<file path="config.mk">
export PLATFORM = sky130hd
export DESIGN_NAME = shutdown_ctrl
export DESIGN_NICKNAME = d
export VERILOG_FILES = /design/src/inc/shutdown_pkg.sv /design/src/logic/shutdown_ctrl.sv /design/src/logic/sync3.sv
export SDC_FILE = /design/constraint.sdc
export NUM_CORES = 1
export LEC_CHECK = 0
export ABC_AREA = 1
export CAP_MARGIN = 5
export CORE_UTILIZATION = 40
export DETAILED_ROUTE_END_ITERATION = 7
export DONT_BUFFER_PORTS = 1
export GPL_TIMING_DRIVEN = 0
export PLACE_DENSITY_LB_ADDON = 0.3
export SLEW_MARGIN = 20
export SYNTH_ARGS = -nofsm -noshare
export SYNTH_HDL_FRONTEND = slang
export SYNTH_SLANG_ARGS = --single-unit
</file>
<file path="constraint.sdc">
create_clock -name mclk_i -period 3.4 [get_ports mclk_i]
set_input_delay 0.51 -clock mclk_i [delete_from_list [all_inputs] [get_ports mclk_i]]
set_output_delay 0.51 -clock mclk_i [all_outputs]
set_load 0.05 [all_outputs]
</file>
<file path="src/inc/shutdown_pkg.sv">
package shutdown_pkg;

	// ==========================================================
	// Widths
	localparam int CNT_W      = 6;
	localparam int FAULT_N    = 8;
	localparam int DIVIDE_BY  = 4;
	localparam int DIV_W      = 2;

	// ==========================================================
	// Fault source positions
	localparam int FLT_PIN    = 0;
	localparam int FLT_CMP1   = 1;
	localparam int FLT_CMP4   = 4;
	localparam int FLT_CELL   = 5;
	localparam int FLT_TMR_A  = 6;
	localparam int FLT_TMR_B  = 7;

	// ==========================================================
	// Override level codes
	localparam logic [1:0] OVR_INACTIVE = 2'h0;
	localparam logic [1:0] OVR_TRISTATE = 2'h1;
	localparam logic [1:0] OVR_LOW      = 2'h2;
	localparam logic [1:0] OVR_HIGH     = 2'h3;

	// ==========================================================
	// Clock select codes
	localparam logic [1:0] CLK_SYS_DIV4 = 2'h0;
	localparam logic [1:0] CLK_SYS      = 2'h1;
	localparam logic [1:0] CLK_HFOSC    = 2'h2;

	// ==========================================================
	// Reset and divider wrap values
	localparam logic [CNT_W-1:0] CNT_RESET = 6'h00;
	localparam logic [DIV_W-1:0] DIV_LAST  = 2'h3;

	// ==========================================================
	// Types
	typedef struct packed {
		logic [CNT_W-1:0] rise_phase;
		logic [CNT_W-1:0] fall_phase;
		logic [CNT_W-1:0] rise_dead;
		logic [CNT_W-1:0] fall_dead;
		logic [CNT_W-1:0] rise_blank;
		logic [CNT_W-1:0] fall_blank;
	} counts_t;

	typedef struct packed {
		logic [3:0] level;
		logic [3:0] enable;
	} drive_t;

	typedef enum logic [1:0] {
		ST_SHUTDOWN,
		ST_WAIT_RISE,
		ST_RUN
	} sd_state_t;

endpackage

</file>
<file path="src/logic/shutdown_ctrl.sv">
// Contract
// - Count values are only buffered; no delay is timed
// - Overrides hold until first rise after clear
// - Software set flag forces immediate shutdown
// - No auto restart: wait software clear
// - Active fault resets drive latches at once
// - Enabled fault active while low
// - Eight fault sources, each own enable
// - Fault level blocks clearing unless disabled
// - One 2-bit override field per output pair
// - Polarity affects normal levels and inactive override
// - One bit chooses restart method
// - Software clear refused while fault active
// - Auto restart clears flag when faults idle
// - Disabled: count writes load buffers directly
// - Enabled: load request moves all, self-clears
// - Pin input: rise, fall and fault source
// - Keeps running in sleep with clock
// - Oscillator kept on in sleep when selected
// - Block enables its own output drivers
// - Clock select: div4, system, oscillator
module shutdown_ctrl
	import shutdown_pkg::*;
(
	// Clock and reset
	input  wire logic                   mclk_i,
	input  wire logic                   reset_i,
	// Configuration
	input  wire logic                   enable_i,
	input  wire logic [1:0]             clock_select_i,
	input  wire logic [3:0]             polarity_i,
	input  wire logic [1:0]             override_level_pair_ac_i,
	input  wire logic [1:0]             override_level_pair_bd_i,
	input  wire logic                   auto_restart_enable_i,
	input  wire logic [FAULT_N-1:0]     fault_source_select_i,
	input  wire logic                   sleep_i,
	// Shutdown flag access
	input  wire logic                   flag_set_i,
	input  wire logic                   flag_clear_i,
	output logic                        shutdown_active_flag_o,
	// Count registers
	input  wire logic                   count_write_i,
	input  shutdown_pkg::counts_t       count_wdata_i,
	input  wire logic                   load_request_set_i,
	output logic                        buffer_load_request_o,
	output shutdown_pkg::counts_t       count_buffer_o,
	// Event and fault inputs
	input  wire logic                   input_pin_i,
	input  wire logic                   rise_sel_pin_i,
	input  wire logic                   fall_sel_pin_i,
	input  wire logic                   rise_other_i,
	input  wire logic                   fall_other_i,
	input  wire logic [3:0]             comparator_i,
	input  wire logic                   logic_cell_i,
	input  wire logic [1:0]             timer_i,
	// Outputs
	output shutdown_pkg::drive_t        drive_o,
	output logic                        keep_osc_on_o,
	output logic                        gen_tick_o
);

	// ==========================================================
	// Input synchronisers
	logic [FAULT_N-1:0] fault_raw;
	logic [FAULT_N-1:0] fault_sync;
	assign fault_raw = {timer_i, logic_cell_i, comparator_i, input_pin_i};

	genvar gi;
	generate
		for (gi = 0; gi < FAULT_N; gi++) begin : g_sync
			sync3 u_sync (
				.mclk_i  (mclk_i),
				.reset_i (reset_i),
				.async_i (fault_raw[gi]),
				.level_o (fault_sync[gi])
			);
		end
	endgenerate

	// Pin fault and rising/falling events share the synchronised pin
	logic pin_sync;
	assign pin_sync = fault_sync[FLT_PIN];

	// ==========================================================
	// Generator clock enable
	logic [DIV_W-1:0] div_q;
	logic [DIV_W-1:0] div_d;
	logic             div_tick;
	assign div_tick = (div_q == DIV_LAST);
	assign div_d    = div_tick ? '0 : div_q + DIV_W'(1);

	always_ff @(posedge mclk_i) begin
		if (reset_i) begin
			div_q <= '0;
		end else begin
			div_q <= div_d;
		end
	end

	logic tick;
	assign tick = (clock_select_i == CLK_SYS_DIV4) ? div_tick :
	              (clock_select_i == CLK_SYS)      ? 1'b1 :
	              (clock_select_i == CLK_HFOSC)    ? 1'b1 :
	              1'b0;
	assign gen_tick_o = tick & enable_i;

	// Oscillator request held through sleep when chosen
	assign keep_osc_on_o = enable_i &
	                       (clock_select_i == CLK_HFOSC);

	// ==========================================================
	// Event detection
	logic rise_level;
	logic fall_level;
	logic rise_prev_q;
	logic fall_prev_q;
	logic rise_evt;
	logic fall_evt;
	assign rise_level = (rise_sel_pin_i & pin_sync) | rise_other_i;
	assign fall_level = (fall_sel_pin_i & pin_sync) | fall_other_i;

	always_ff @(posedge mclk_i) begin
		if (reset_i) begin
			rise_prev_q <= 1'b0;
			fall_prev_q <= 1'b0;
		end else if (gen_tick_o) begin
			rise_prev_q <= rise_level;
			fall_prev_q <= fall_level;
		end
	end

	// Sampled on the generator tick, so timing is within one period
	assign rise_evt = gen_tick_o & rise_level & ~rise_prev_q;
	assign fall_evt = gen_tick_o & fall_level & ~fall_prev_q;

	// ==========================================================
	// Fault decode
	logic fault_active;
	// Enabled source counts while its level is low
	assign fault_active = |(fault_source_select_i & ~fault_sync);

	// ==========================================================
	// Shutdown flag and state
	sd_state_t state_q;
	sd_state_t state_d;
	logic      flag_q;
	logic      flag_d;

	always_comb begin
		flag_d = flag_q;
		if (flag_clear_i && !auto_restart_enable_i) begin
			flag_d = 1'b0;
		end
		if (auto_restart_enable_i && !fault_active) begin
			flag_d = 1'b0;
		end
		if (flag_set_i) begin
			flag_d = 1'b1;
		end
		if (fault_active) begin
			flag_d = 1'b1;
		end
	end

	always_comb begin
		state_d = state_q;
		case (state_q)
			ST_RUN: begin
				if (flag_d) begin
					state_d = ST_SHUTDOWN;
				end
			end
			ST_SHUTDOWN: begin
				if (!flag_d) begin
					state_d = ST_WAIT_RISE;
				end
			end
			ST_WAIT_RISE: begin
				if (flag_d) begin
					state_d = ST_SHUTDOWN;
				end else if (rise_evt) begin
					state_d = ST_RUN;
				end
			end
			default: begin
				state_d = ST_SHUTDOWN;
			end
		endcase
	end

	always_ff @(posedge mclk_i) begin
		if (reset_i) begin
			flag_q  <= 1'b0;
			state_q <= ST_SHUTDOWN;
		end else begin
			flag_q  <= flag_d;
			state_q <= state_d;
		end
	end

	assign shutdown_active_flag_o = flag_q;

	// Overrides apply combinationally the moment a fault appears
	logic overriding;
	assign overriding = (state_q != ST_RUN) | flag_set_i | fault_active;

	// ==========================================================
	// Drive latches
	logic drive_q;
	always_ff @(posedge mclk_i) begin
		if (reset_i) begin
			drive_q <= 1'b0;
		end else if (overriding || !enable_i) begin
			drive_q <= 1'b0;
		end else if (fall_evt) begin
			drive_q <= 1'b0;
		end else if (rise_evt) begin
			drive_q <= 1'b1;
		end
	end

	// ==========================================================
	// Output levels
	logic [3:0] active_vec;
	logic [3:0] normal_lvl;
	logic [3:0] inactive_lvl;
	logic [1:0] ovr_code [4];
	drive_t     drive_d;

	// Outputs A and C primary, B and D complementary
	assign active_vec   = {~drive_q, drive_q, ~drive_q, drive_q};
	assign normal_lvl   = active_vec ^ polarity_i;
	assign inactive_lvl = polarity_i;
	assign ovr_code[0]  = override_level_pair_ac_i;
	assign ovr_code[2]  = override_level_pair_ac_i;
	assign ovr_code[1]  = override_level_pair_bd_i;
	assign ovr_code[3]  = override_level_pair_bd_i;

	always_comb begin
		drive_d = '0;
		for (int i = 0; i < 4; i++) begin
			if (!enable_i) begin
				drive_d.level[i]  = 1'b0;
				drive_d.enable[i] = 1'b1;
			end else if (overriding) begin
				// Enable is active low: low while driving
				drive_d.enable[i] = 1'b0;
				case (ovr_code[i])
					OVR_LOW: begin
						drive_d.level[i] = 1'b0;
					end
					OVR_HIGH: begin
						drive_d.level[i] = 1'b1;
					end
					OVR_TRISTATE: begin
						drive_d.level[i]  = 1'b0;
						drive_d.enable[i] = 1'b1;
					end
					default: begin
						drive_d.level[i] = inactive_lvl[i];
					end
				endcase
			end else begin
				drive_d.level[i]  = normal_lvl[i];
				drive_d.enable[i] = 1'b0;
			end
		end
	end

	assign drive_o = drive_d;

	// ==========================================================
	// Count double buffering
	counts_t pend_q;
	counts_t buf_q;
	logic    load_q;

	always_ff @(posedge mclk_i) begin
		if (reset_i) begin
			pend_q <= '0;
		end else if (count_write_i) begin
			pend_q <= count_wdata_i;
		end
	end

	always_ff @(posedge mclk_i) begin
		if (reset_i) begin
			buf_q <= '0;
		end else if (!enable_i && count_write_i) begin
			buf_q <= count_wdata_i;
		end else if (enable_i && load_q && rise_evt) begin
			buf_q <= pend_q;
		end
	end

	// Request set by software wins over the hardware clear
	always_ff @(posedge mclk_i) begin
		if (reset_i) begin
			load_q <= 1'b0;
		end else if (load_request_set_i) begin
			load_q <= 1'b1;
		end else if (!enable_i || rise_evt) begin
			load_q <= 1'b0;
		end
	end

	assign buffer_load_request_o = load_q;
	assign count_buffer_o        = buf_q;

endmodule

</file>
<file path="src/logic/sync3.sv">
module sync3 (
	input  wire logic mclk_i,
	input  wire logic reset_i,
	input  wire logic async_i,
	output logic      level_o
);
	logic s1_q;
	logic s2_q;
	logic s3_q;

	// ==========================================================
	// Three stages; change taken when stages two and three agree
	always_ff @(posedge mclk_i) begin
		if (reset_i) begin
			s1_q    <= 1'b1;
			s2_q    <= 1'b1;
			s3_q    <= 1'b1;
			level_o <= 1'b1;
		end else begin
			s1_q <= async_i;
			s2_q <= s1_q;
			s3_q <= s2_q;
			if (s2_q == s3_q) begin
				level_o <= s3_q;
			end
		end
	end
endmodule

</file>
==> summary.txt <==
Status
  – Status: complete, no violations

Setup path
  – Critical path's slowest cell: nor2_1
  – Setup CP Type: flop to output port
  – CP Cell Sequence: inv_1 > nand2_1 > o21ai_0 > nor2_1 > nand3_1 > clkbuf_1 > nand2_1 > inv_1 > nor2_1
  – Worst Path Required: between 2 and 3 ns
  – R2R depth: 9
  – Crit path DAT: approximately 2.3 ns
  – Top Family by Delay on Critical Path: simple AND/OR/NAND/NOR gates
  – CP Max Fanout: 10
  – Crit path launch type: flop
  – Slowest stage delay, CP: ~0.70 ns
  – Worst Setup End Kind: output port
  – WP buf/inv: 3
  – Cell count along the critical path: 9

Route
  – Vias: ~4400
  – Via/cell ratio: 4.87
  – Initial DRC Count: 229
  – First-pass detailed-route iteration total: 5
  – Mean routed wirelength per cell: around 14 um
  – Final WL: 12.4 mm
  – DRC Markers: 0
  – Post-DRT Antenna Nets: 0

Timing
  – Slew of the pin with the lowest slew margin: ~0.9 ns
  – Final hold vios: 0
  – RSZ-0062 raised after global routing: false
  – Max_slew headroom: 0.391
  – Setup TNS: 0 ns
  – Max-slew violation count: 0
  – Worst hold-check slack: 0.197 ns
  – Max Fclk: 353 MHz
  – Slack of the critical path: around 0.57 ns
  – Worst Skew: between 0.008 and 0.009 ns
  – Final Critical Period: about 2.8 ns
  – Period utilisation layout: 0.833
  – Final number of setup-violating endpoints: 0

Floorplan
  – CORE AREA: ~0.012 mm^2
  – Cell Rows: 40
  – I/O pins: between 100 and 150
  – Initial Util: 0.413
  – Die ar.: 0.0129 mm^2
  – Die W: approximately 110 um
  – Height of the die: about 110 um

Placement
  – Dpl cells: just under 900
  – Pre-CTS setup slack: 0.826 ns
  – DP Wirelength: around 9 mm
  – # port buffers: 0
  – Global placer's final weighted congestion: 0.847

CTS
  – CTS Hold Bufs: 0
  – CTS root buffer: clkbuf_16
  – Resize count post-CTS: 0
  – H-Tree Depth: 4
  – Total CTS buffers: 17
  – Clock sinks: 113
  – Clock slew seen by the registers of the worst setup and hold paths: about 0.05 ns
  – Clock Latency Late Sink: roughly 0.41 ns
  – Setup Fix Bufs, Post-CTS: 0
  – CTS max path bufs: 2
  – CTS tree: done

Cells and area
  – Antenna diodes: 0
  – Layout cells sized above 1: 0.116
  – Layout Nets: 808
  – Layout area overhead: 17.5%
  – Non-filler instance count after layout: just over 900

GRT
  – GRT Total Usage: 0.204
  – First-pass GRT wire length: 20.3 mm
  – Vias in the first global route: about 4200
  – GR peak layer: met2
  – Initial antenna violation count: 0
  – Met1 global-route usage: 0.235
  – GR Util met3: 0.0861
  – Grt total ovfl: 0
  – Routing usage on met2: 0.330
  – Largest net degree at the start of global routing: 17

Power and ir drop
  – Clock power frac: 0.506
  – Pwr/cell area: 659 mW/mm^2
  – Int Pwr: 2.89 mW
  – Sw power: 963 uW
  – Combinational group share of total power: 0.087
  – Leakage power: ~2.7 nW
  – Switching portion of total power: 0.250
  – VDD IR max: 334 uV
  – Seq pwr share: 0.407

Logic synthesis
  – Yosys top cell by area: dfxtp_1
  – Post-Syn Nets: between 700 and 800
  – FFs w/ async S/R, synth: 0
  – Netlist area before placement: around 0.005 mm^2
  – Mapped Avg Cell Area: between 7 and 8 um^2
  – Post-synth EDFFs: 0
  – #FFs+latches synth: approximately 110
  – Post-synthesis sequential area ratio: 0.454
  – Synth cell types: 28
  – Synth area leaders: dfxtp_1 (45%), nand2_1 (10%), nor2_1 (8.2%), nand3_1 (6.8%), o21ai_0 (5.8%)
  – Synthesized instance count: 711
  – Synth warn: 0
  – Top post-synthesis cells by count: nand2_1 (137), dfxtp_1 (113), nor2_1 (109), inv_1 (69), nand3_1 (68)
  – Top cell type's share of synthesized area: 0.454
  – Top-count cell post-synth: nand2_1
  – Top FF cell, synth: dfxtp_1

Min path
  – HP Class: primary input to flop
  – Hold path depth: 1

Job
  – Max_cap viols: 0
==> worst register-to-register path: cells and delay by family, from the launching register on <==
kind                       cells  cell delay [ns]
and+or+nand+nor                5             0.87
DFF                            1             0.33
buffers and inverters          2             0.33
AOI/OAI and AO/OA              1             0.21
adders and majority gates      1             0.20
==> layer usage <==
| layer | up-vias | part of all wire |
|---|---|---|
| met3 | 16 | 0.075 |
| met4 | 0 | 0.022 |
| li1 | 2273 | - |
| met2 | 117 | 0.47 |
| met5 | - | 0 |
| met1 | 2022 | 0.43 |
==> sequential cells by signal, summed over array words and instances, names as in the netlist <==
register and cells:
fall_prev_q 1, count_buffer_o 36, rise_prev_q 1, pend_q 36, buffer_load_request_o 1, div_q 2
drive_q 1, state_q 2, g_sync.u_sync.level_o 8, g_sync.u_sync.s2_q 8, g_sync.u_sync.s3_q 8, shutdown_active_flag_o 1
g_sync.u_sync.s1_q 8
==> logic make-up after synthesis <==
logic type,after synthesis,synth area share
adders and majority gates,3,0.00753
AOI/OAI and AO/OA,122,0.126
and+or+nand+nor,350,0.304
xor gates and xnor gates,4,0.00703
buffers and inverters,119,0.102
DFF,113,0.454
==> power groups by stage <==
stage                     Combinational [mW]  Sequential (mW)  Clock (mW)
after global placement                 0.323             1.59           0
after detailed placement               0.334             1.60           0
after CTS                              0.336             1.57        1.99
final                                  0.334             1.57        1.95
after floorplan                        0.272             1.58           0
after global routing                   0.382             1.58        2.05
==> path summary, 6_finish.rpt <==
| check | endpoint | slack (ns) | start |
|---|---|---|---|
| setup / recovery | drive_o[7] | 0.57 | g_sync[7].u_sync.level_o |
| hold / removal | g_sync[7].u_sync.s1_q | 0.20 | timer_i[1] |
| setup reg to reg | count_buffer_o[27] | 1.34 | div_q[0] |
| hold reg to reg | g_sync[2].u_sync.s2_q | 0.40 | g_sync[2].u_sync.s1_q |
==> cell type report <==
type	count	area [um^2]
fill	1173	6210
sequential	113	2260
inverter	70	263
clock buffer	21	480
tap	168	210
multi-input combinational	479	2210
clock inverter	10	180
buffer	49	246
==> cell usage in the layout (no fill, tap or decap), types with 2 or more instances in the layout <==
cell type / n
nand2_1: 137
dfxtp_1: 113
nor2_1: 109
inv_1: 69
nand3_1: 68
o21ai_0: 58
a21oi_1: 56
or2_2: 26
clkbuf_1: 22
buf_2: 17
clkbuf_16: 17
bufinv_16: 5
o21bai_1: 4
buf_6: 4
clkbuf_8: 4
buf_1: 3
buf_4: 3
ha_1: 3
clkinv_2: 3
nand2_2: 2
xnor2_1: 2
xor2_1: 2
nand3b_1: 2
nor3b_1: 2
o21ai_1: 2
clkinvlp_4: 2
==> stage by stage <==
stage	total power [mW]	utilization	instance area (um^2)
finish	3.86	0.485	5850
global route	4.01	0.485	5850
CTS	3.89	0.485	5850
detailed placement	1.93	0.430	5190
global placement	1.92	0.430	5190
floorplan	1.86	-	4980
No activity file was read; power rests on OpenSTA's default activity.
